===== src/include/acp_pkg.sv =====
// Shared constants for the auxiliary control plane register bank
package acp_pkg;

    // Register indices; the bus byte address is four times the index
    localparam logic [5:0] IDX_RELOAD = 6'h01;
    localparam logic [5:0] IDX_PRESCALE = 6'h02;
    localparam logic [5:0] IDX_PWRDN = 6'h03;
    localparam logic [5:0] IDX_WDOG = 6'h04;
    localparam logic [5:0] IDX_WKT = 6'h08;
    localparam logic [5:0] IDX_MODE_LO = 6'h0c;
    localparam logic [5:0] IDX_MODE_HI = 6'h0d;
    localparam logic [5:0] IDX_HSINK = 6'h0e;
    localparam logic [5:0] IDX_STATUS = 6'h10;

    // Widths
    localparam int unsigned TMR_W = 8;
    localparam int unsigned PSC_W = 4;
    localparam int unsigned MODE_W = 2;

    // Reset values
    localparam logic [7:0] RST_RELOAD = 8'h00;
    localparam logic [3:0] RST_PSC = 4'h0;
    localparam logic [1:0] RST_MODE = 2'h0;
    localparam logic [7:0] RST_HSINK = 8'h00;

    // Field positions of the pin mode fields
    localparam int unsigned PIN7_LSB = 6;
    localparam int unsigned PIN6_LSB = 4;
    localparam int unsigned PIN5_LSB = 2;
    localparam int unsigned PIN4_LSB = 0;
    localparam int unsigned PIN3_LSB = 6;

    // Pin mode codes
    localparam logic [1:0] MODE_OD = 2'h0;
    localparam logic [1:0] MODE_PP = 2'h1;
    localparam logic [1:0] MODE_IN_PAD = 2'h2;
    localparam logic [1:0] MODE_IN_CMP = 2'h3;

    // Prescaler: largest code served, and base ticks between steps less one
    localparam logic [3:0] PSC_MAX = 4'h7;
    localparam logic [7:0] PSC_GAP [8] = '{8'h01, 8'h03, 8'h07, 8'h0f,
                                           8'h1f, 8'h3f, 8'h7f, 8'hff};
    localparam logic [7:0] TMR_MAX = 8'hff;

    // Status word bit positions
    localparam int unsigned ST_WDOG = 0;
    localparam int unsigned ST_PWRDN = 1;
    localparam int unsigned ST_CNT_LSB = 8;

    // Bus answers
    localparam logic [1:0] RESP_OKAY = 2'h0;
    localparam logic [1:0] RESP_SLVERR = 2'h2;

endpackage : acp_pkg


===== src/include/acp_timer_if.sv =====
// Link between the register bank and its timer
interface acp_timer_if;
    import acp_pkg::*;
    logic [TMR_W-1:0] reload;
    logic [PSC_W-1:0] prescale;
    logic [TMR_W-1:0] count;
    logic overflow;
    modport ctrl (output reload, output prescale, input count, input overflow);
    modport timer (input reload, input prescale, output count, output overflow);
endinterface : acp_timer_if


===== src/core/acp_timer.sv =====
// Prescaler and reloading eight-bit timer steered by the register bank
module acp_timer
    import acp_pkg::*;
(
    input wire logic i_clock,
    input wire logic i_rst_n,
    input wire logic i_clk_en,
    input wire logic i_instr_tick,
    acp_timer_if.timer tif
);
    logic phase_q, phase_d;
    logic [7:0] psc_q, psc_d;
    logic [TMR_W-1:0] cnt_q, cnt_d;
    logic ovf_q, ovf_d;
    logic base;
    logic step;
    logic [3:0] code_eff;
    logic [8:0] mask_w;
    logic [7:0] mask;

    // Base tick every second instruction cycle, then a power-of-two divider
    always_comb begin
        code_eff = (tif.prescale > PSC_MAX) ? PSC_MAX : tif.prescale;
        mask_w = (9'h001 << ({1'b0, code_eff} + 5'h01)) - 9'h001;
        mask = mask_w[7:0];
        base = i_instr_tick && phase_q;
        phase_d = i_instr_tick ? !phase_q : phase_q;
        psc_d = base ? psc_q + 8'h01 : psc_q;
        step = base && ((psc_q & mask) == mask);
        cnt_d = cnt_q;
        ovf_d = 1'b0;
        if (step) begin
            if (cnt_q == TMR_MAX) begin
                cnt_d = tif.reload;
                ovf_d = 1'b1;
            end else begin
                cnt_d = cnt_q + 8'h01;
            end
        end
    end

    always_ff @(posedge i_clock) begin
        if (!i_rst_n) begin
            phase_q <= 1'b0;
            psc_q <= 8'h00;
            cnt_q <= 8'h00;
            ovf_q <= 1'b0;
        end else if (i_clk_en) begin
            phase_q <= phase_d;
            psc_q <= psc_d;
            cnt_q <= cnt_d;
            ovf_q <= ovf_d;
        end
    end

    assign tif.count = cnt_q;
    assign tif.overflow = ovf_q;

    // Helpers that watch step spacing independently of the mask
    logic [7:0] since_q;
    logic seen_q;
    logic [3:0] code_prev_q;
    logic last_base_q;
    always_ff @(posedge i_clock) begin
        if (!i_rst_n) begin
            since_q <= 8'h00;
            seen_q <= 1'b0;
            code_prev_q <= 4'h0;
            last_base_q <= 1'b0;
        end else if (i_clk_en) begin
            code_prev_q <= tif.prescale;
            if (tif.prescale != code_prev_q) begin
                seen_q <= 1'b0;
            end else if (step) begin
                seen_q <= 1'b1;
            end
            if (base) begin
                since_q <= step ? 8'h00 : since_q + 8'h01;
            end
            if (i_instr_tick) begin
                last_base_q <= base;
            end
        end
    end
endmodule : acp_timer


===== src/core/acp_aux_regs.sv =====
// Auxiliary control plane register bank behind an AXI4-Lite slave
//
// The AXI4-Lite register port is this design's own decision.

// Function
// - Timer reloads from written value on overflow
// - Prescale codes 0,1,7 divide by 2,4,256
// - Prescaler counts two-instruction-cycle base ticks
// - Any power-down write enters power-down
// - Watchdog write clears and enables watchdog
// - Wake-up timer write restarts its count
// - One high-sink select bit per pin
// - Modes: open-drain, push-pull, pad input
// - Pin three code 11 reads comparator
module acp_aux_regs
    import acp_pkg::*;
#(
    parameter int unsigned ADDR_W = 8
) (
    input wire logic i_clock,
    input wire logic i_rst_n,
    input wire logic i_clk_en,
    input wire logic i_instr_tick,
    input wire logic i_wake_event,
    input wire logic i_pd3_pad,
    input wire logic i_comparator,
    input wire logic [ADDR_W-1:0] i_s_axi_awaddr,
    input wire logic i_s_axi_awvalid,
    output logic o_s_axi_awready,
    input wire logic [31:0] i_s_axi_wdata,
    input wire logic [3:0] i_s_axi_wstrb,
    input wire logic i_s_axi_wvalid,
    output logic o_s_axi_wready,
    output logic [1:0] o_s_axi_bresp,
    output logic o_s_axi_bvalid,
    input wire logic i_s_axi_bready,
    input wire logic [ADDR_W-1:0] i_s_axi_araddr,
    input wire logic i_s_axi_arvalid,
    output logic o_s_axi_arready,
    output logic [31:0] o_s_axi_rdata,
    output logic [1:0] o_s_axi_rresp,
    output logic o_s_axi_rvalid,
    input wire logic i_s_axi_rready,
    output logic [TMR_W-1:0] o_timer_count,
    output logic o_timer_overflow,
    output logic o_power_down_req,
    output logic o_power_down,
    output logic o_watchdog_clear,
    output logic o_watchdog_enable,
    output logic o_wakeup_timer_clear,
    output logic [7:0] o_port_d_high_sink_select,
    output logic [1:0] o_port_d_pin7_mode,
    output logic [1:0] o_port_d_pin6_mode,
    output logic [1:0] o_port_d_pin5_mode,
    output logic [1:0] o_port_d_pin4_mode,
    output logic [1:0] o_port_d_pin3_mode,
    output logic [4:0] o_port_d_push_pull,
    output logic [4:0] o_port_d_input_mode,
    output logic o_port_d_pin3_in
);
    localparam int unsigned IW = ADDR_W - 2;

    // The status index needs seven address bits; wider maps waste decode
    if (ADDR_W < 7 || ADDR_W > 16) begin : g_addr_check
        $error("acp_aux_regs: ADDR_W must lie in 7..16");
    end

    // True for every index that accepts writes
    function automatic logic is_wr_idx(input logic [IW-1:0] ix);
        return ix == IW'(IDX_RELOAD) || ix == IW'(IDX_PRESCALE) ||
               ix == IW'(IDX_PWRDN) || ix == IW'(IDX_WDOG) ||
               ix == IW'(IDX_WKT) || ix == IW'(IDX_MODE_LO) ||
               ix == IW'(IDX_MODE_HI) || ix == IW'(IDX_HSINK);
    endfunction : is_wr_idx

    acp_timer_if tif ();

    // ---- Write channel state
    logic aw_got_q, aw_got_d;
    logic w_got_q, w_got_d;
    logic [IW-1:0] aw_idx_q, aw_idx_d;
    logic [7:0] wdata_q, wdata_d;
    logic wstrb0_q, wstrb0_d;
    logic bvalid_q, bvalid_d;
    logic [1:0] bresp_q, bresp_d;
    logic awready_q, awready_d;
    logic wready_q, wready_d;
    logic aw_take;
    logic w_take;
    logic do_write;

    // Address and data may arrive in either order; the write lands once
    // both are held, and the response follows in the same edge
    always_comb begin
        aw_take = i_s_axi_awvalid && awready_q;
        w_take = i_s_axi_wvalid && wready_q;
        do_write = aw_got_q && w_got_q && !bvalid_q;
        aw_got_d = aw_got_q || aw_take;
        w_got_d = w_got_q || w_take;
        aw_idx_d = aw_take ? i_s_axi_awaddr[ADDR_W-1:2] : aw_idx_q;
        wdata_d = w_take ? i_s_axi_wdata[7:0] : wdata_q;
        wstrb0_d = w_take ? i_s_axi_wstrb[0] : wstrb0_q;
        bvalid_d = bvalid_q;
        bresp_d = bresp_q;
        if (do_write) begin
            aw_got_d = 1'b0;
            w_got_d = 1'b0;
            bvalid_d = 1'b1;
            bresp_d = is_wr_idx(aw_idx_q) ? RESP_OKAY : RESP_SLVERR;
        end else if (bvalid_q && i_s_axi_bready) begin
            bvalid_d = 1'b0;
        end
        // Only one write in flight: no new beat until the answer is taken
        awready_d = !aw_got_d && !bvalid_d;
        wready_d = !w_got_d && !bvalid_d;
    end

    always_ff @(posedge i_clock) begin
        if (!i_rst_n) begin
            aw_got_q <= 1'b0;
            w_got_q <= 1'b0;
            aw_idx_q <= '0;
            wdata_q <= 8'h00;
            wstrb0_q <= 1'b0;
            bvalid_q <= 1'b0;
            bresp_q <= RESP_OKAY;
            awready_q <= 1'b0;
            wready_q <= 1'b0;
        end else if (i_clk_en) begin
            aw_got_q <= aw_got_d;
            w_got_q <= w_got_d;
            aw_idx_q <= aw_idx_d;
            wdata_q <= wdata_d;
            wstrb0_q <= wstrb0_d;
            bvalid_q <= bvalid_d;
            bresp_q <= bresp_d;
            awready_q <= awready_d;
            wready_q <= wready_d;
        end
    end

    // ---- Control registers and strobes
    logic [7:0] reload_q, reload_d;
    logic [3:0] psc_q, psc_d;
    logic [7:0] hsink_q, hsink_d;
    logic [7:0] mode_hi_q, mode_hi_d;
    logic [1:0] mode3_q, mode3_d;
    logic pd_req_q, pd_req_d;
    logic pd_q, pd_d;
    logic wdc_q, wdc_d;
    logic wde_q, wde_d;
    logic wkc_q, wkc_d;
    logic data_wr;

    // Strobe locations fire on any write whatever the data or byte lanes;
    // data registers only take a write that carries byte lane zero
    always_comb begin
        data_wr = do_write && wstrb0_q;
        reload_d = reload_q;
        psc_d = psc_q;
        hsink_d = hsink_q;
        mode_hi_d = mode_hi_q;
        mode3_d = mode3_q;
        if (data_wr && aw_idx_q == IW'(IDX_RELOAD)) begin
            reload_d = wdata_q;
        end
        if (data_wr && aw_idx_q == IW'(IDX_PRESCALE)) begin
            psc_d = wdata_q[PSC_W-1:0];
        end
        if (data_wr && aw_idx_q == IW'(IDX_HSINK)) begin
            hsink_d = wdata_q;
        end
        if (data_wr && aw_idx_q == IW'(IDX_MODE_HI)) begin
            mode_hi_d = wdata_q;
        end
        if (data_wr && aw_idx_q == IW'(IDX_MODE_LO)) begin
            mode3_d = wdata_q[PIN3_LSB +: MODE_W];
        end
        pd_req_d = do_write && aw_idx_q == IW'(IDX_PWRDN);
        // A new power-down request wins over a wake in the same cycle
        pd_d = pd_req_d || (pd_q && !i_wake_event);
        wdc_d = do_write && aw_idx_q == IW'(IDX_WDOG);
        wde_d = wde_q || wdc_d;
        wkc_d = do_write && aw_idx_q == IW'(IDX_WKT);
    end

    always_ff @(posedge i_clock) begin
        if (!i_rst_n) begin
            reload_q <= RST_RELOAD;
            psc_q <= RST_PSC;
            hsink_q <= RST_HSINK;
            mode_hi_q <= {4{RST_MODE}};
            mode3_q <= RST_MODE;
            pd_req_q <= 1'b0;
            pd_q <= 1'b0;
            wdc_q <= 1'b0;
            wde_q <= 1'b0;
            wkc_q <= 1'b0;
        end else if (i_clk_en) begin
            reload_q <= reload_d;
            psc_q <= psc_d;
            hsink_q <= hsink_d;
            mode_hi_q <= mode_hi_d;
            mode3_q <= mode3_d;
            pd_req_q <= pd_req_d;
            pd_q <= pd_d;
            wdc_q <= wdc_d;
            wde_q <= wde_d;
            wkc_q <= wkc_d;
        end
    end

    // ---- Pin mode decode, registered so every output leaves a flop
    logic [9:0] modes;
    logic [4:0] pp_q, pp_d;
    logic [4:0] inm_q, inm_d;
    logic pin3_in_q, pin3_in_d;

    always_comb begin
        modes = {mode_hi_q, mode3_q};
        for (int i = 0; i < 5; i++) begin
            pp_d[i] = modes[2*i +: 2] == MODE_PP;
            inm_d[i] = modes[2*i + 1];
        end
        // Only pin three offers the comparator; it bypasses the pad here
        pin3_in_d = (mode3_q == MODE_IN_CMP) ? i_comparator : i_pd3_pad;
    end

    always_ff @(posedge i_clock) begin
        if (!i_rst_n) begin
            pp_q <= 5'h00;
            inm_q <= 5'h00;
            pin3_in_q <= 1'b0;
        end else if (i_clk_en) begin
            pp_q <= pp_d;
            inm_q <= inm_d;
            pin3_in_q <= pin3_in_d;
        end
    end

    // ---- Read channel
    logic arready_q, arready_d;
    logic rvalid_q, rvalid_d;
    logic [31:0] rdata_q, rdata_d;
    logic [1:0] rresp_q, rresp_d;
    logic [IW-1:0] ar_idx;

    // Write-only locations read as zero; only the status word has content
    always_comb begin
        ar_idx = i_s_axi_araddr[ADDR_W-1:2];
        rvalid_d = rvalid_q;
        rdata_d = rdata_q;
        rresp_d = rresp_q;
        if (i_s_axi_arvalid && arready_q) begin
            rvalid_d = 1'b1;
            rdata_d = 32'h0000_0000;
            rresp_d = RESP_OKAY;
            if (ar_idx == IW'(IDX_STATUS)) begin
                rdata_d[ST_WDOG] = wde_q;
                rdata_d[ST_PWRDN] = pd_q;
                rdata_d[ST_CNT_LSB +: TMR_W] = tif.count;
            end else if (!is_wr_idx(ar_idx)) begin
                rresp_d = RESP_SLVERR;
            end
        end else if (rvalid_q && i_s_axi_rready) begin
            rvalid_d = 1'b0;
        end
        arready_d = !rvalid_d;
    end

    always_ff @(posedge i_clock) begin
        if (!i_rst_n) begin
            arready_q <= 1'b0;
            rvalid_q <= 1'b0;
            rdata_q <= 32'h0000_0000;
            rresp_q <= RESP_OKAY;
        end else if (i_clk_en) begin
            arready_q <= arready_d;
            rvalid_q <= rvalid_d;
            rdata_q <= rdata_d;
            rresp_q <= rresp_d;
        end
    end

    // ---- Timer and output wiring
    assign tif.reload = reload_q;
    assign tif.prescale = psc_q;

    acp_timer u_timer (
        .i_clock(i_clock),
        .i_rst_n(i_rst_n),
        .i_clk_en(i_clk_en),
        .i_instr_tick(i_instr_tick),
        .tif(tif.timer)
    );

    assign o_s_axi_awready = awready_q;
    assign o_s_axi_wready = wready_q;
    assign o_s_axi_bresp = bresp_q;
    assign o_s_axi_bvalid = bvalid_q;
    assign o_s_axi_arready = arready_q;
    assign o_s_axi_rdata = rdata_q;
    assign o_s_axi_rresp = rresp_q;
    assign o_s_axi_rvalid = rvalid_q;
    assign o_timer_count = tif.count;
    assign o_timer_overflow = tif.overflow;
    assign o_power_down_req = pd_req_q;
    assign o_power_down = pd_q;
    assign o_watchdog_clear = wdc_q;
    assign o_watchdog_enable = wde_q;
    assign o_wakeup_timer_clear = wkc_q;
    assign o_port_d_high_sink_select = hsink_q;
    assign o_port_d_pin7_mode = mode_hi_q[PIN7_LSB +: MODE_W];
    assign o_port_d_pin6_mode = mode_hi_q[PIN6_LSB +: MODE_W];
    assign o_port_d_pin5_mode = mode_hi_q[PIN5_LSB +: MODE_W];
    assign o_port_d_pin4_mode = mode_hi_q[PIN4_LSB +: MODE_W];
    assign o_port_d_pin3_mode = mode3_q;
    assign o_port_d_push_pull = pp_q;
    assign o_port_d_input_mode = inm_q;
    assign o_port_d_pin3_in = pin3_in_q;
endmodule : acp_aux_regs


===== config.mk =====
export PLATFORM = sky130hd
export DESIGN_NAME = acp_aux_regs
export DESIGN_NICKNAME = d
export VERILOG_FILES = /design/src/include/acp_pkg.sv /design/src/include/acp_timer_if.sv /design/src/core/acp_timer.sv /design/src/core/acp_aux_regs.sv
export SDC_FILE = /design/constraint.sdc
export NUM_CORES = 1
export LEC_CHECK = 0
export BUFFER_PORTS_ARGS = -buffer_cell sky130_fd_sc_hd__buf_4
export CAP_MARGIN = 30
export CORE_MARGIN = 4
export CORE_UTILIZATION = 30
export DETAILED_ROUTE_END_ITERATION = 8
export GPL_TIMING_DRIVEN = 1
export RECOVER_POWER = 50
export SLEW_MARGIN = 20
export SYNTH_ARGS = -nofsm -noshare
export SYNTH_HDL_FRONTEND = slang
export SYNTH_HIERARCHICAL = 1
export SYNTH_SLANG_ARGS = --single-unit

===== constraint.sdc =====
create_clock -name i_clock -period 8.8 [get_ports i_clock]
set_input_delay 0.88 -clock i_clock [delete_from_list [all_inputs] [get_ports i_clock]]
set_output_delay 0.88 -clock i_clock [all_outputs]
set_load 0.02 [all_outputs]

==> flow_metrics.env <==
export IMPL_most_instantiated_library_cell_after_synthesis="dfxtp_1"
export IMPL_status="finished, violations left"
export IMPL_grt_pass1_wl_mm=17.6
export IMPL_detail_route_vias_per_cell=4.80
export IMPL_tritoncts_clock_tree="done"
export IMPL_rsz0062_at_grt="false"
export IMPL_cts_hold_repair_buffers=0
export IMPL_timing_critical_path_cells="clkbuf_1 > and3_1 > o21ai_0 > nor4_1 > o2111ai_2 > or2_1 > o221a_1"
export IMPL_initial_utilization_pct=30.9
export IMPL_firstDrtPassIters=4
export IMPL_final_min_period_over_clock_period_pct=43.1
export IMPL_remaining_global_route_overflow=0
export IMPL_final_area_mm2=0.00546
export IMPL_root_buffer="clkbuf_16"
export IMPL_routed_via_count=3717
export IMPL_max_cap_viol_count=1
export IMPL_worst_setup_hold_path_clk_slew_ps=70
export IMPL_postCtsSetupBuffers=0
export IMPL_final_net_count=654
export IMPL_synth_top_area_share_pct=43.2
export IMPL_worstHoldPathCells=2
export IMPL_power_leakage_nw=2.23
export IMPL_layout_drive_gt1_share_pct=12.4
export IMPL_dp_final_hpwl_mm=7.89
export IMPL_routedWlPerCell_um=14.2
export IMPL_worstMarginPinSlew_ps=1680
export IMPL_min_path_type="register to register"
export IMPL_worstSetupStartpointType="primary input"
export IMPL_finClkSkew_ps=6.74
export IMPL_antenna_cells=0
export IMPL_final_max_slew_violation_count=37
export IMPL_drc=0
export IMPL_max_stage_delay_on_crit_path_ps=1190
export IMPL_core_area_mm2=0.0147
export IMPL_yosysSeqAreaShare_pct=43.2
export IMPL_cp_data_arrival_time_ps=4010
export IMPL_pin_count_of_the_biggest_net_entering_global_routing=113
export IMPL_num_io_pins=148
export IMPL_critPathBufInv=1
export IMPL_numClockSinks=98
export IMPL_initial_antenna_violation_count=0
export IMPL_slew_limit_headroom_pct=-12.1
export IMPL_endpoint_kind="register"
export IMPL_synth_cells_most_frequent="dfxtp_1 (98), nand2_1 (85), mux2i_1 (37)"
export IMPL_final_period_minus_worst_setup_slack_ps=3790
export IMPL_row_count=44
export IMPL_achievable_clock_frequency_mhz=264
export IMPL_final_setup_viol_count=0
export IMPL_final_gp_congestion=0.774
export IMPL_path_depth=7
export IMPL_drt_first_iter_violations=170
export IMPL_ctsLongestPathBuffers=2
export IMPL_synth_edff_count=0
export IMPL_crit_slowest_cell="clkbuf_1"
export IMPL_cellPowerDensity_mw_per_mm2=180
export IMPL_multi_input_area_mm2=0.00233
export IMPL_design_die_area_mm2=0.0172
export IMPL_number_of_different_library_cells_in_the_post_synthesis_netlist=57
export IMPL_mappedNetlistArea_mm2=0.00454
export IMPL_synth_async_sr_flop_share_pct=0
export IMPL_area_growth_synth_to_final_pct=20.3
export IMPL_count_of_buffers_inserted_at_the_top_level_ports=92
export IMPL_timing_critical_path_required_ps=9020
export IMPL_number_of_global_route_vias_before_repair=3614
export IMPL_htree_levels=3
export IMPL_route_antenna_remaining_nets=0
export IMPL_clk_insertion_delay_late_ps=340
export IMPL_yosysWarningCount=6
export IMPL_violated_checks="max-capacitance violations, max-slew violations"
export IMPL_vdd_ir_drop_worst_mv=0.0730
export IMPL_critical_path_peak_fanout=36
export IMPL_finalWirelength_mm=11.0
export IMPL_finalHoldViolCount=0
export IMPL_die_h_um=131
export IMPL_placement_cell_area_mm2=0.00525
export IMPL_most_area_hungry_cell_type_in_the_yosys_netlist="dfxtp_1"
export IMPL_cts_inserted_buffers=9
export IMPL_synth_top_cells_by_area="dfxtp_1 (43%), mux2i_1 (8.2%), nand2_1 (7.0%), a21boi_0 (4.5%), nand3_1 (4.0%)"
export IMPL_global_route_usage_total_pct=12.8
export IMPL_critical_path_top_delay_family="simple AND/OR/NAND/NOR gates"
export IMPL_syn_inst=507
export IMPL_yosys_most_used_dff="dfxtp_1"
export IMPL_setup_total_negative_slack_ps=0
export IMPL_avg_synthesized_cell_area_um2=8.95
export IMPL_die_width_um=131
export IMPL_fillerInstances=1504
export IMPL_layout_area_seq_mm2=0.00196
export IMPL_crit_type="primary input to register"
export IMPL_ctsResizeCount=0
export IMPL_yosys_register_bits=98
export IMPL_worst_r2r_path_depth=12
[cell type report]
class	instances	share of cell area, %
sequential	98	36.0
inverter	9	0.619
clock inverter	7	2.59
clock buffer	9	4.13
multi-input combinational	375	42.8
timing repair buffer	93	9.72
tap	184	4.22
[state kept, by name, indices dropped and copies added, names as in the netlist, 6 cells and up]
| name | cells |
|---|---|
| o_s_axi_rdata | 10 |
| mode_hi_q | 8 |
| o_port_d_high_sink_select | 8 |
| reload_q | 8 |
| u_timer/psc_q | 8 |
| u_timer/tif.count | 8 |
| wdata_q | 8 |
| aw_idx_q | 6 |
[power by group]
part	internal, W	total [W]	switching [W]
Combinational	0.0000214	0.0000548	0.0000334
Clock	0.000306	0.000474	0.000168
Sequential	0.000448	0.000452	0.00000391
[cells in the final DEF (no fill, tap or decap), types with 6 or more instances in the layout]
cell and instances:
dfxtp_1 98, xnor2_1 8, buf_4 42, conb_1 24, nand2b_1 6, o21ai_0 19
nor2_1 9, a21oi_1 8, nor2b_1 19, mux2i_1 37, and2_1 10, clkbuf_16 9
clkbuf_1 50, and3_1 9, nand3b_1 6, a21boi_0 27, inv_1 9, nand2_1 85
nand3_1 36
[kinds of logic after synthesis]
logic type,share of synthesized area (%)
and+or+nand+nor,23.9
DFF,43.2
AOI/OAI and AO/OA,13.7
buffers and inverters,7.23
muxes,8.66
xor gates and xnor gates,2.12
adders and majority gates,1.10
other,0.0827
[path summary, 6_finish.rpt]
check | endpoint | slack, ps | startpoint
worst max register to register | u_timer/tif.count[6]$_SDFFE_PN0P_ | 5200 | psc_q[3]$_SDFFE_PN0P_
worst max-delay path | u_timer/tif.count[2]$_SDFFE_PN0P_ | 5010 | i_clk_en
worst min register to register | wdata_q[6]$_SDFFE_PN0P_ | 460 | wdata_q[6]$_SDFFE_PN0P_
worst min-delay path | wdata_q[6]$_SDFFE_PN0P_ | 460 | wdata_q[6]$_SDFFE_PN0P_
[layer usage]
metal,vias up,part of all wire (%),track usage (%),wire [um]
met4,0,0.93,3.57,102
met5,-,0,0,0
met3,8,4.7,3.25,516
met1,1767,44,16.1,4870
li1,1864,-,-,-
met2,78,50,21.7,5490
[worst register-to-register path: cells and delay by family, from the launching register on]
kind | cells | cell delay [ps]
compound gates | 5 | 1370
fa+ha+maj | 2 | 560
flops | 1 | 370
simple gates | 5 | 1240
[metrics by stage]
| stage | worst slack [ps] | hold slack, ps | total power [W] | instances | util, % |
|---|---|---|---|---|---|
| after floorplan | 5730 | 435 | 0.000504 | 530 | - |
| after global placement | 5410 | 453 | 0.000515 | 758 | 35.7 |
| after detailed placement | 5310 | 460 | 0.000517 | 758 | 35.7 |
| after CTS | 5260 | 469 | 0.000992 | 774 | 38.2 |
| after global routing | 4800 | 486 | 0.00102 | 775 | 37.1 |
| final | 5010 | 462 | 0.000981 | 775 | 37.1 |
Power figures use the tool's default switching activity.
